`src/ioxr_pkg.sv`:
```
// Register map, reset values and field positions of the I/O expander register bank
package ioxr_pkg;

  // Paired map (layout select clear), offsets as printed
  localparam logic [7:0] P_DIR_A   = 8'h00;
  localparam logic [7:0] P_DIR_B   = 8'h01;
  localparam logic [7:0] P_INV_A   = 8'h02;
  localparam logic [7:0] P_INV_B   = 8'h03;
  localparam logic [7:0] P_IEN_A   = 8'h04;
  localparam logic [7:0] P_IEN_B   = 8'h05;
  localparam logic [7:0] P_DEF_A   = 8'h06;
  localparam logic [7:0] P_DEF_B   = 8'h07;
  localparam logic [7:0] P_MODE_A  = 8'h80;
  localparam logic [7:0] P_MODE_B  = 8'h09;
  localparam logic [7:0] P_CFG     = 8'h0a;
  localparam logic [7:0] P_CFG_ALT = 8'h0b;
  localparam logic [7:0] P_PU_A    = 8'h0c;
  localparam logic [7:0] P_PU_B    = 8'h0d;
  localparam logic [7:0] P_FLAG_A  = 8'h0e;
  localparam logic [7:0] P_FLAG_B  = 8'h0f;
  localparam logic [7:0] P_SNAP_A  = 8'h10;
  localparam logic [7:0] P_SNAP_B  = 8'h11;
  localparam logic [7:0] P_PORT_A  = 8'h12;
  localparam logic [7:0] P_PORT_B  = 8'h13;
  localparam logic [7:0] P_LATCH_A = 8'h14;
  localparam logic [7:0] P_LATCH_B = 8'h15;

  // Split map: low nibble within a port; port B base sets address bit 4
  localparam logic [3:0] S_DIR   = 4'h0;
  localparam logic [3:0] S_INV   = 4'h1;
  localparam logic [3:0] S_IEN   = 4'h2;
  localparam logic [3:0] S_DEF   = 4'h3;
  localparam logic [3:0] S_MODE  = 4'h4;
  localparam logic [3:0] S_CFG   = 4'h5;
  localparam logic [3:0] S_PU    = 4'h6;
  localparam logic [3:0] S_FLAG  = 4'h7;
  localparam logic [3:0] S_SNAP  = 4'h8;
  localparam logic [3:0] S_PORT  = 4'h9;
  localparam logic [3:0] S_LATCH = 4'ha;
  localparam int         S_PORT_BIT = 4;

  // Reset values
  localparam logic [7:0] RST_DIR  = 8'hff;
  localparam logic [7:0] RST_ZERO = 8'h00;

  // Configuration fields
  localparam int         CFG_BANK_BIT   = 7;
  localparam int         CFG_MIRROR_BIT = 6;
  localparam logic [7:0] CFG_WMASK      = 8'hfe;

  typedef enum {
    K_DIR, K_INV, K_IEN, K_DEF, K_MODE, K_CFG, K_PU, K_FLAG, K_SNAP, K_PORT, K_LATCH, K_NONE
  } ioxr_kind_t;

endpackage

```
`src/ioxr_regbank.sv`:
```
// Configuration and control register bank of a two-port 16-bit I/O expander
//
// How it works
// - Twenty-one registers: ten per port plus one shared configuration register.
// - Port B registers mirror port A layout and function, acting on port B.
// - Layout select clear: A and B registers paired at consecutive addresses 00-15, except port A mode at 80.
// - Paired map: configuration answers at 0A and 0B, one storage.
// - Set invert bit makes port value read the inverted pin level.
// - Change-interrupt enable bit per pin; all cleared at reset.
// - Input invert register is read/write, eight bits, resets to zero.
// - Port value reads pins, writes go to latch; latch reads latch only.
// - Input pins undriven; output pins driven from the output latch.
// - Compare mode set compares against default bit, clear against previous value.
`timescale 1ns/1ps

module ioxr_regbank
  import ioxr_pkg::*;
(
  // Clock and reset
  input  wire logic        core_clk,
  input  wire logic        sys_rst,
  // Register access from the serial engine
  input  wire logic [7:0]  reg_addr,
  input  wire logic        reg_wr_en,
  input  wire logic        reg_rd_en,
  input  wire logic [7:0]  reg_wdata,
  output logic      [7:0]  reg_rdata,
  // Pins, port B in the upper byte
  input  wire logic [15:0] pin_in,
  output logic      [15:0] pin_out,
  output logic      [15:0] pin_oe,
  output logic      [15:0] pullup_on,
  // Change events and configuration for the pin and serial logic
  output logic             irq_a,
  output logic             irq_b,
  output logic      [7:0]  cfg_out
);
  import ioxr_pkg::*;

  logic [7:0]  dir_q   [2];
  logic [7:0]  inv_q   [2];
  logic [7:0]  ien_q   [2];
  logic [7:0]  def_q   [2];
  logic [7:0]  mode_q  [2];
  logic [7:0]  pu_q    [2];
  logic [7:0]  flag_q  [2];
  logic [7:0]  snap_q  [2];
  logic [7:0]  latch_q [2];
  logic [7:0]  prev_q  [2];
  logic [7:0]  pv      [2];
  logic [7:0]  miss    [2];
  logic [7:0]  flag_d  [2];
  logic [7:0]  cfg_q;
  logic [15:0] sync1_q;
  logic [15:0] sync2_q;
  logic [15:0] oe_q;
  logic [15:0] pu_on_q;
  logic [7:0]  rdata_q;
  logic [7:0]  rd_mux;
  logic [1:0]  irq_q;
  ioxr_kind_t  sel_kind;
  logic        sel_port;

  // Pins come from outside the clock domain
  always_ff @(posedge core_clk) begin
    if (sys_rst) begin
      sync1_q <= 16'h0000;
      sync2_q <= 16'h0000;
    end else begin
      sync1_q <= pin_in;
      sync2_q <= sync1_q;
    end
  end

  // Address decode; the map changes the cycle after the layout bit is written
  always_comb begin
    sel_kind = K_NONE;
    sel_port = 1'b0;
    if (cfg_q[CFG_BANK_BIT]) begin
      if (reg_addr[7:5] == 3'h0 && reg_addr[3:0] <= S_LATCH) begin
        sel_port = reg_addr[S_PORT_BIT];
        unique case (reg_addr[3:0])
          S_DIR:   sel_kind = K_DIR;
          S_INV:   sel_kind = K_INV;
          S_IEN:   sel_kind = K_IEN;
          S_DEF:   sel_kind = K_DEF;
          S_MODE:  sel_kind = K_MODE;
          S_CFG:   sel_kind = K_CFG;
          S_PU:    sel_kind = K_PU;
          S_FLAG:  sel_kind = K_FLAG;
          S_SNAP:  sel_kind = K_SNAP;
          S_PORT:  sel_kind = K_PORT;
          S_LATCH: sel_kind = K_LATCH;
          default: sel_kind = K_NONE;
        endcase
      end
    end else begin
      // Port A sits at the even address of each pair
      sel_port = reg_addr[0];
      unique case (reg_addr)
        P_DIR_A, P_DIR_B:     sel_kind = K_DIR;
        P_INV_A, P_INV_B:     sel_kind = K_INV;
        P_IEN_A, P_IEN_B:     sel_kind = K_IEN;
        P_DEF_A, P_DEF_B:     sel_kind = K_DEF;
        P_MODE_A, P_MODE_B:   sel_kind = K_MODE;
        P_CFG, P_CFG_ALT:     sel_kind = K_CFG;
        P_PU_A, P_PU_B:       sel_kind = K_PU;
        P_FLAG_A, P_FLAG_B:   sel_kind = K_FLAG;
        P_SNAP_A, P_SNAP_B:   sel_kind = K_SNAP;
        P_PORT_A, P_PORT_B:   sel_kind = K_PORT;
        P_LATCH_A, P_LATCH_B: sel_kind = K_LATCH;
        default:              sel_kind = K_NONE;
      endcase
    end
  end

  // Shared configuration; bit 0 is unimplemented and reads zero
  always_ff @(posedge core_clk) begin
    if (sys_rst) begin
      cfg_q <= RST_ZERO;
    end else if (reg_wr_en && sel_kind == K_CFG) begin
      cfg_q <= reg_wdata & CFG_WMASK;
    end
  end

  // One copy of the per-port logic for each port
  for (genvar p = 0; p < 2; p++) begin : g_port
    logic wr_here;
    logic clr_here;

    assign wr_here  = reg_wr_en && sel_port == 1'(p);
    assign clr_here = reg_rd_en && sel_port == 1'(p) &&
                      (sel_kind == K_SNAP || sel_kind == K_PORT);
    assign pv[p]    = sync2_q[p*8 +: 8] ^ inv_q[p];
    assign miss[p]  = ien_q[p] & ((mode_q[p] & (sync2_q[p*8 +: 8] ^ def_q[p])) |
                                  (~mode_q[p] & (sync2_q[p*8 +: 8] ^ prev_q[p])));
    // A new mismatch wins over the read that clears the flags
    assign flag_d[p] = (clr_here ? RST_ZERO : flag_q[p]) | miss[p];

    always_ff @(posedge core_clk) begin
      if (sys_rst) begin
        dir_q[p]  <= RST_DIR;
        inv_q[p]  <= RST_ZERO;
        ien_q[p]  <= RST_ZERO;
        def_q[p]  <= RST_ZERO;
        mode_q[p] <= RST_ZERO;
        pu_q[p]   <= RST_ZERO;
      end else if (wr_here) begin
        if (sel_kind == K_DIR) dir_q[p] <= reg_wdata;
        if (sel_kind == K_INV) inv_q[p] <= reg_wdata;
        if (sel_kind == K_IEN) ien_q[p] <= reg_wdata;
        if (sel_kind == K_DEF) def_q[p] <= reg_wdata;
        if (sel_kind == K_MODE) mode_q[p] <= reg_wdata;
        if (sel_kind == K_PU) pu_q[p] <= reg_wdata;
      end
    end

    // Writing the port value lands in the latch
    always_ff @(posedge core_clk) begin
      if (sys_rst) begin
        latch_q[p] <= RST_ZERO;
      end else if (wr_here && (sel_kind == K_PORT || sel_kind == K_LATCH)) begin
        latch_q[p] <= reg_wdata;
      end
    end

    // Change detection; snapshot freezes on the first event until cleared
    always_ff @(posedge core_clk) begin
      if (sys_rst) begin
        prev_q[p] <= RST_ZERO;
        flag_q[p] <= RST_ZERO;
        snap_q[p] <= RST_ZERO;
      end else begin
        prev_q[p] <= sync2_q[p*8 +: 8];
        flag_q[p] <= flag_d[p];
        // A clearing read in the same cycle as a new event still captures it
        if ((flag_q[p] == RST_ZERO || clr_here) && miss[p] != RST_ZERO) snap_q[p] <= pv[p];
      end
    end

    // Inputs undriven, outputs follow the latch; pull-ups only on inputs
    always_ff @(posedge core_clk) begin
      if (sys_rst) begin
        oe_q[p*8 +: 8]    <= RST_ZERO;
        pu_on_q[p*8 +: 8] <= RST_ZERO;
      end else begin
        oe_q[p*8 +: 8]    <= ~dir_q[p];
        pu_on_q[p*8 +: 8] <= pu_q[p] & dir_q[p];
      end
    end
  end

  // Mirror joins both ports onto both event outputs
  always_ff @(posedge core_clk) begin
    if (sys_rst) begin
      irq_q <= 2'b00;
    end else if (cfg_q[CFG_MIRROR_BIT]) begin
      irq_q <= {2{(|flag_q[0]) | (|flag_q[1])}};
    end else begin
      irq_q <= {|flag_q[1], |flag_q[0]};
    end
  end

  always_comb begin
    unique case (sel_kind)
      K_DIR:   rd_mux = dir_q[sel_port];
      K_INV:   rd_mux = inv_q[sel_port];
      K_IEN:   rd_mux = ien_q[sel_port];
      K_DEF:   rd_mux = def_q[sel_port];
      K_MODE:  rd_mux = mode_q[sel_port];
      K_CFG:   rd_mux = cfg_q;
      K_PU:    rd_mux = pu_q[sel_port];
      K_FLAG:  rd_mux = flag_q[sel_port];
      K_SNAP:  rd_mux = snap_q[sel_port];
      K_PORT:  rd_mux = pv[sel_port];
      K_LATCH: rd_mux = latch_q[sel_port];
      K_NONE:  rd_mux = RST_ZERO;
    endcase
  end

  // Read data holds until the next read
  always_ff @(posedge core_clk) begin
    if (sys_rst) begin
      rdata_q <= RST_ZERO;
    end else if (reg_rd_en) begin
      rdata_q <= rd_mux;
    end
  end

  assign reg_rdata = rdata_q;
  assign pin_out   = {latch_q[1], latch_q[0]};
  assign pin_oe    = oe_q;
  assign pullup_on = pu_on_q;
  assign irq_a     = irq_q[0];
  assign irq_b     = irq_q[1];
  assign cfg_out   = cfg_q;

  property p_dir_reset;
    @(posedge core_clk) !sys_rst && $past(sys_rst)
      |-> dir_q[0] == RST_DIR && dir_q[1] == RST_DIR && pin_oe == 16'h0000;
  endproperty
  a_dir_reset: assert property (p_dir_reset) else $error("direction not all inputs after reset");

  property p_ien_reset;
    @(posedge core_clk) $past(sys_rst) && !sys_rst |-> ien_q[0] == 8'h00 && ien_q[1] == 8'h00;
  endproperty
  a_ien_reset: assert property (p_ien_reset) else $error("change enables not cleared");

  property p_inv_reset;
    @(posedge core_clk) $past(sys_rst) && !sys_rst |-> inv_q[0] == 8'h00 && inv_q[1] == 8'h00;
  endproperty
  a_inv_reset: assert property (p_inv_reset) else $error("invert register not zero");

  property p_port_read;
    @(posedge core_clk) disable iff (sys_rst)
      reg_rd_en && sel_kind == K_PORT && !sel_port
      |=> reg_rdata == ($past(sync2_q[7:0]) ^ $past(inv_q[0]));
  endproperty
  a_port_read: assert property (p_port_read) else $error("port read ignores invert");

  property p_cfg_alias;
    @(posedge core_clk) disable iff (sys_rst)
      reg_wr_en && !cfg_q[CFG_BANK_BIT] && reg_addr == P_CFG_ALT
      |=> cfg_q == ($past(reg_wdata) & 8'hfe);
  endproperty
  a_cfg_alias: assert property (p_cfg_alias) else $error("config alias write lost");

  property p_port_write;
    @(posedge core_clk) disable iff (sys_rst)
      reg_wr_en && sel_kind == K_PORT && sel_port |=> pin_out[15:8] == $past(reg_wdata);
  endproperty
  a_port_write: assert property (p_port_write) else $error("port write missed latch");

  property p_oe_follow;
    @(posedge core_clk) disable iff (sys_rst)
      reg_wr_en && sel_kind == K_DIR && !sel_port ##1 !sys_rst
      |=> pin_oe[7:0] == ~$past(reg_wdata, 2);
  endproperty
  a_oe_follow: assert property (p_oe_follow) else $error("drive enable not inverse of dir");

  property p_split_read;
    @(posedge core_clk) disable iff (sys_rst)
      reg_rd_en && cfg_q[CFG_BANK_BIT] && reg_addr == 8'h10 |=> reg_rdata == $past(dir_q[1]);
  endproperty
  a_split_read: assert property (p_split_read) else $error("split map port B dir wrong");

  property p_pair_read;
    @(posedge core_clk) disable iff (sys_rst)
      reg_rd_en && !cfg_q[CFG_BANK_BIT] && reg_addr == 8'h01 |=> reg_rdata == $past(dir_q[1]);
  endproperty
  a_pair_read: assert property (p_pair_read) else $error("paired map port B dir wrong");

  property p_default_cmp;
    @(posedge core_clk) disable iff (sys_rst)
      ien_q[0][0] && mode_q[0][0] && (sync2_q[0] != def_q[0][0]) |=> flag_q[0][0] ##1 irq_a;
  endproperty
  a_default_cmp: assert property (p_default_cmp) else $error("default compare missed event");

  property p_ien_off;
    @(posedge core_clk) disable iff (sys_rst)
      ien_q[1] == RST_ZERO && flag_q[1] == RST_ZERO |=> flag_q[1] == RST_ZERO;
  endproperty
  a_ien_off: assert property (p_ien_off) else $error("flag set with enables clear");

endmodule

```
`config.mk`:
```
export PLATFORM = sky130hd
export DESIGN_NAME = ioxr_regbank
export DESIGN_NICKNAME = d
export VERILOG_FILES = /design/src/ioxr_pkg.sv /design/src/ioxr_regbank.sv
export SDC_FILE = /design/constraint.sdc
export NUM_CORES = 1
export LEC_CHECK = 0
export ABC_AREA = 1
export BUFFER_PORTS_ARGS = -buffer_cell sky130_fd_sc_hd__buf_2
export CAP_MARGIN = 15
export CORE_ASPECT_RATIO = 1.25
export CORE_MARGIN = 4
export CORE_UTILIZATION = 50
export DETAILED_ROUTE_END_ITERATION = 16
export GPL_TIMING_DRIVEN = 0
export PLACE_DENSITY = 0.69
export SLEW_MARGIN = 20
export SYNTH_ARGS = -nofsm -noshare
export SYNTH_HDL_FRONTEND = slang
export SYNTH_SLANG_ARGS = --single-unit
```
`constraint.sdc`:
```
create_clock -name core_clk -period 2.7 [get_ports core_clk]
set_input_delay 0 -clock core_clk [delete_from_list [all_inputs] [get_ports core_clk]]
set_output_delay 0 -clock core_clk [all_outputs]
set_load 0.005 [all_outputs]
```
; After elaboration in Yosys (flattened, before gate mapping)
; Memories as Yosys holds them, arrays and structs flattened.
; Cells that the tools add are included.
[totals]
ff_bits = 81
ramBits = 160
romBits = 64
in_bits = 36
output_inout_bits = 66
elab_cells = 234
memories = 11
[mem_list]
columns = name, words, word_bits, rd, rd_ports_with_merged_regs, write_ports, line
row1 = (name not given), 16, 4, 1, 0, 0, ioxr_regbank.sv:82  ; unique case (reg_addr[3:0])
row2 = def_q, 2, 8, 3, 0, 2, ioxr_regbank.sv:43  ; logic [7:0] def_q [2];
row3 = dir_q, 2, 8, 3, 0, 2, ioxr_regbank.sv:40  ; logic [7:0] dir_q [2];
row4 = flag_q, 2, 8, 3, 0, 2, ioxr_regbank.sv:46  ; logic [7:0] flag_q [2];
row5 = ien_q, 2, 8, 3, 0, 2, ioxr_regbank.sv:42  ; logic [7:0] ien_q [2];
row6 = inv_q, 2, 8, 3, 0, 2, ioxr_regbank.sv:41  ; logic [7:0] inv_q [2];
row7 = 5 more memories, n/a, n/a, n/a, n/a, n/a, n/a
[op_classes]
n_lt_le_gt_ge = 2
eq_ne = 41
mux = 89
n_bitwise = 45
reduce_logical = 37
[op_table]
columns = operator, count
row1 = $eq 32x4->1 const B, 7
row2 = $mux 8, 25
row3 = $eq 32x3->1 const B, 6
row4 = $eq 32x2->1 const B, 3
row5 = $eq 32x5->1 const B, 3
row6 = $pmux 8 s12, 1
row7 = $and 8x8->8, 8
row8 = $logic_not 32->1, 2
row9 = $mux 32, 2
row10 = $mux 1, 59
row11 = $eq 8x4->1 const B, 7
row12 = $eq 8x5->1 const B, 6
row13 = $xor 8x8->8, 6
row14 = $pmux 4 s11, 1
row15 = $eq 32x1->1 const B, 1
row16 = $eq 8x3->1 const B, 4
row17 = $not 8->8, 4
row18 = $or 8x8->8, 4
row19 = $logic_not 8->1, 3
row20 = $reduce_or 2->1, 11
row21 = $or 1x1->1, 21
row22 = $eq 8x2->1 const B, 2
row23 = $reduce_bool 8->1, 2
row24 = $reduce_or 8->1, 2
row25 = 10 further kinds, 24

; Depth between registers and ports, before layout
[depth]
ltp_word = 13
depth_mapped = 18
ltp_nobuf = 16

; Least setup slack after synthesis
; Ideal clock, no wire load.
[synth_timing]
kind = reg2reg
from = register cfg_q[7] (netlist: cfg_out[7])
to = memory ien_q[0][0] (enable)
setup_time_ns = 0.384
arrival_ns = 1.923
required_time_ns = 2.316
slack_ns = 0.393
path_stages_with_launch = 9
path_buffers = 0
period_less_slack_ns = 2.307
path_cell_list = dfxtp_1 inv_1 o21ai_1 o21bai_2 nand2_4 nand2_2 nor2_4 inv_1 o21ai_0
[synth_rtl]
columns = item, line
row1 = "start, declared", ioxr_regbank.sv:53  ; logic [7:0] cfg_q;
row2 = "start signal, assigned", ioxr_regbank.sv:122  ; cfg_q <= reg_wdata & CFG_WMASK;
row3 = "end, declared", ioxr_regbank.sv:42

; Final worst setup path
[layout_timing]
from = register cfg_q[7] (netlist: cfg_out[7])
to = register rdata_q[5] (netlist: reg_rdata[5])
[layout_via]
elab_chain_len = 6
elab_cells_between_ends = 28
classes_between = eq/ne: 11 / mux: 6 / bitwise: 1 / reduce/logical: 1 / memory: 9
[layout_lines]
columns = item, line
row1 = $mux 1, ioxr_regbank.sv:79  ; if (cfg_q[CFG_BANK_BIT]) begin
row2 = $not 1->2 (implied by the code), ioxr_regbank.sv:215  ; K_PORT: rd_mux = pv[sel_port];
row3 = $mux 8 (implied by the code) (3 in a row), ioxr_regbank.sv:215
row4 = $pmux 8 s12 *, ioxr_regbank.sv:205  ; unique case (sel_kind)
row5 = "end signal, assigned", ioxr_regbank.sv:226  ; rdata_q <= rd_mux;
row6 = "end, declared", ioxr_regbank.sv:58  ; logic [7:0] rdata_q;
; Mark *: on every way between the ends. The rest lies on a longest branch, timed or not. The select of a mux whose other input is x is not followed.
; A chain may end at the register's enable or synchronous reset.

==> impl_summary.md <==
Status
The flow ran to the end, and the final reports show no timing, DRC or antenna violations.

Yosys
The register area share after synthesis is 0.5580. The synthesized netlist contains 36 unique library cells. For this run, the leading register cell type out of synthesis is sky130_fd_sc_hd__edfxtp_1. The commonest cells after synthesis are 323 x sky130_fd_sc_hd__nand2_1, 258 x sky130_fd_sc_hd__nor2_1, 128 x sky130_fd_sc_hd__edfxtp_1. After synthesis, the cell types taking the most area are sky130_fd_sc_hd__edfxtp_1 35%, sky130_fd_sc_hd__dfxtp_1 21%, sky130_fd_sc_hd__nand2_1 11%. The portion of synthesized cell area occupied by the leading cell type is 0.3512. The synthesized design spends more area on one cell type than any other, namely sky130_fd_sc_hd__edfxtp_1.

The async set-or-reset flop fraction in the synthesized netlist is 0. The post-synthesis net count is 1328. The average footprint of a synthesized cell is 8.470 µm². For this run, the number of Yosys warnings is 0. After synthesis the cells add up to about 11000 µm². The number of enable flip-flop cells after synthesis is 128. Yosys instantiated no cell more often than sky130_fd_sc_hd__nand2_1. The number of instances in the synthesized netlist is about 1300.

In this run, synthesis produced a sequential element count of 241.

Layout
Summing all multi-input logic gate instances after layout gives 4155 µm². The finished cells cover 12880 µm². Counting the fill cells in the layout gives 1925. The signed area change from the synthesized netlist to the final layout is 17.71%. In the final layout, flip-flops and latches occupy between 6000 and 7000 µm². The share of layout cells above drive strength 1 is 0.1701. The repair_antennas step left the layout with diodes totalling 0. The number of nets in the finished design is 1476.

Timing
Of the available clock period, the critical path in the final layout requires 0.9670. The transition time at the pin with the least slew margin is between 900 and 1000 ps. Between clock sinks in the finished design, the worst skew comes to 16.81 ps. The final count of pins violating max slew was 0. The max-slew headroom at the worst pin is 0.3764. The total count of hold-check failures in the final report came to 0. The aggregate negative setup slack is 0 ps.

The top achievable clock speed is 0.3830 GHz. The final critical-path required period is 2611 ps. The final count of negative-setup-slack endpoints is 0. Setup repair after global routing left no endpoint under its margin.

Drt
Summed over all layers, the routed wires come to roughly 38000 µm. After detailed routing, the number of remaining DRC violations is 0. The ratio of routed vias to standard cells is 5.533.

The first detailed-routing pass took 6 iterations. Detailed routing inserted a total of 9610 vias. The number of violations reported at the end of detailed-routing iteration 0 is 869. In the final routed layout, each cell accounts on average for ~22 µm. The count of nets left with antenna violations once routing finished came out at 0.

Floorplan
During I/O placement, the number of pins put on the boundary was ~100. For this configuration, the core starts out at a cell density of 0.5079. After floorplanning, the core was divided into 60 placement rows.

The area of the core is 21550 µm². The area of the die is 24330 µm². In this run the horizontal extent of the chip is 140.3 µm. The die outline height is 173.4 µm.

Setup path
The type of destination of the critical path is a flip-flop. The sort of element at the start of the critical path is a flip-flop. The worst setup path category is flip-flop to flip-flop. The data arrival time of the worst path is 3060 ps. Of all nets on the critical path, the largest fanout is 10. In this run the worst setup path begins at cfg_out[7]. At the worst endpoint, the required time is roughly 3200 ps. In this run the critical register-to-register path is launched from cfg_out[7].

Global route
Across every metal layer, demand over resource in global routing totals 0.3048. The initial antenna violation count is 0. The first-pass GRT wire length is 55940 µm. The pin count of the biggest net entering global routing is 16.

The number of global-route vias before repair is 9324. The total grt overflow is 0.

Pwr
The static power due to leakage is 5.702 nW. The areal power density over the cells is 639.4 nW/µm². The worst-case IR drop observed on VDD is just under 600 µV.

CTS
The buffer cell driving the clock tree root is sky130_fd_sc_hd__clkbuf_16. The number of clock sinks is between 200 and 250. Counting the buffers created by CTS gives 24. The maximum root-to-sink buffer count is 3.

In this run the number of H-tree levels came out at 1. The CTS clock-pin slew for the worst setup and hold paths is 60 ps. The insertion delay of the later-clocked pin in the worst-skew pair is between 500 and 600 ps. TritonCTS built the clock tree.

Placement
Detailed placement ended at an HPWL of 28620 µm. At the end of routability-driven placement, the weighted congestion stood at 1.032. In this run the cell area measured after placement is 11780 µm².

The count of buffers from port buffering is 96.

Run
The tool flagged a number of max-cap violations equal to 0.

Hold path
In this run the worst hold path is classified as input pin to flip-flop. The startpoint of the tightest hold check path is reg_rd_en.
[worst max-delay path, cell delays in order (launching register included)]
cell and delay (ps):
sky130_fd_sc_hd__dfxtp_2 360, sky130_fd_sc_hd__inv_1 200, sky130_fd_sc_hd__nor2_1 80, sky130_fd_sc_hd__nand4_1 160
sky130_fd_sc_hd__nand2_4 130, sky130_fd_sc_hd__inv_2 170, sky130_fd_sc_hd__buf_2 310, sky130_fd_sc_hd__buf_2 350
sky130_fd_sc_hd__nor2_1 70, sky130_fd_sc_hd__o21ai_0 460, sky130_fd_sc_hd__nand2_1 110, sky130_fd_sc_hd__a21oi_1 140
[final timing paths]
kind,endpoint,slack [ps],depth (start not counted)
worst max-delay path,reg_rdata[5],90,11
worst max register to register,reg_rdata[5],90,11
worst min register to register,sync2_q[12],400,2
worst min-delay path,reg_rdata[3],20,3
[report_power, final]
group	internal (mW)	switching, mW	leakage, nW
Combinational	0.233	0.538	3.11
Sequential	4.01	0.0926	2.20
Clock	1.95	1.42	0.397
Total	6.19	2.05	5.70
[flip-flops by register name, indices dropped and copies added (netlist names), 7 cells and up]
signal	flops
flag_q	16
snap_q	16
inv_q	16
pullup_on	16
mode_q	16
sync1_q	16
pu_q	16
dir_q	16
prev_q	16
sync2_q	16
reg_rdata	8
def_q	16
pin_oe	16
ien_q	16
cfg_out	7
latch_q	16
[through the flow]
| step | setup WS [ps] | cells | hold WS [ps] | power [mW] | utilization |
|---|---|---|---|---|---|
| after floorplan | 393.4 | 1292 | 107.0 | 4.576 | - |
| after global placement | -625.5 | 1667 | 201.3 | 4.884 | 0.5464 |
| after detailed placement | -416.2 | 1668 | 205.8 | 4.896 | 0.5467 |
| after CTS | -113.1 | 1737 | 39.63 | 8.241 | 0.5971 |
| after global routing | 12.89 | 1737 | 108.7 | 8.491 | 0.5979 |
| final | 89.14 | 1737 | 18.92 | 8.236 | 0.5979 |
[cells in the final DEF, fill, tap and decap left out, types with 3 or more instances in the layout]
cell type / count
sky130_fd_sc_hd__nand2_1: 322
sky130_fd_sc_hd__nor2_1: 258
sky130_fd_sc_hd__edfxtp_1: 128
sky130_fd_sc_hd__buf_2: 115
sky130_fd_sc_hd__dfxtp_1: 112
sky130_fd_sc_hd__inv_1: 100
sky130_fd_sc_hd__nand3_1: 71
sky130_fd_sc_hd__o21ai_0: 49
sky130_fd_sc_hd__a21oi_1: 42
sky130_fd_sc_hd__clkbuf_1: 33
sky130_fd_sc_hd__nand4_1: 28
sky130_fd_sc_hd__clkbuf_16: 25
sky130_fd_sc_hd__dlygate4sd3_1: 25
sky130_fd_sc_hd__xnor2_1: 16
sky130_fd_sc_hd__inv_2: 14
sky130_fd_sc_hd__nand3_2: 13
sky130_fd_sc_hd__buf_4: 10
sky130_fd_sc_hd__o21ai_2: 9
sky130_fd_sc_hd__nor2_4: 8
sky130_fd_sc_hd__mux2_2: 8
sky130_fd_sc_hd__a21boi_0: 8
sky130_fd_sc_hd__or2_2: 7
sky130_fd_sc_hd__nand2_2: 6
sky130_fd_sc_hd__clkbuf_8: 5
sky130_fd_sc_hd__nand2_4: 4
sky130_fd_sc_hd__nor4_1: 4
sky130_fd_sc_hd__mux2i_1: 3
sky130_fd_sc_hd__o211ai_1: 3
sky130_fd_sc_hd__nor2_2: 3
sky130_fd_sc_hd__o21bai_2: 3
sky130_fd_sc_hd__nor2_8: 3
[kinds of logic (layout without fill, tap and decap cells)]
group,Yosys count,after routing,synth area share
AO/OA/AOI/OAI,117,117,0.05785
multiplexers,11,11,0.01098
AND/OR/NAND/NOR,733,733,0.2940
buffers and inverters,173,339,0.06609
flip-flops,241,241,0.5580
other,1,1,0.0003427
XOR/XNOR,16,16,0.01281
[per-layer routing]
metal / global-route usage / share of wire / up-vias
met3: 0.04194 / 0.085 / 147
li1: - / - / 4464
met4: 0.1817 / 0.076 / 0
met5: 0 / 0 / -
met1: 0.3651 / 0.36 / 4472
met2: 0.5190 / 0.48 / 527
[layout make-up]
cell class              count  area share
flip-flops and latches    241      0.4741
multi-input cells         878      0.3226
repair buffers            122     0.05731
clock buffers              36     0.05566
inverters                 115     0.03351
well taps                 279     0.02710
plain buffers              58     0.02283
clock inverters             8    0.006897
[timing repair]
| action | 4_1_cts | 5_1_grt |
|---|---|---|
| gates resized for setup | 9 | 5 |
| endpoints found under the hold margin | 55 | 0 |
| hold buffers | 25 | 0 |
| setup buffers | 0 | 0 |
| setup endpoints to repair | 78 | 79 |
No activity file was read; power rests on OpenSTA's default activity.
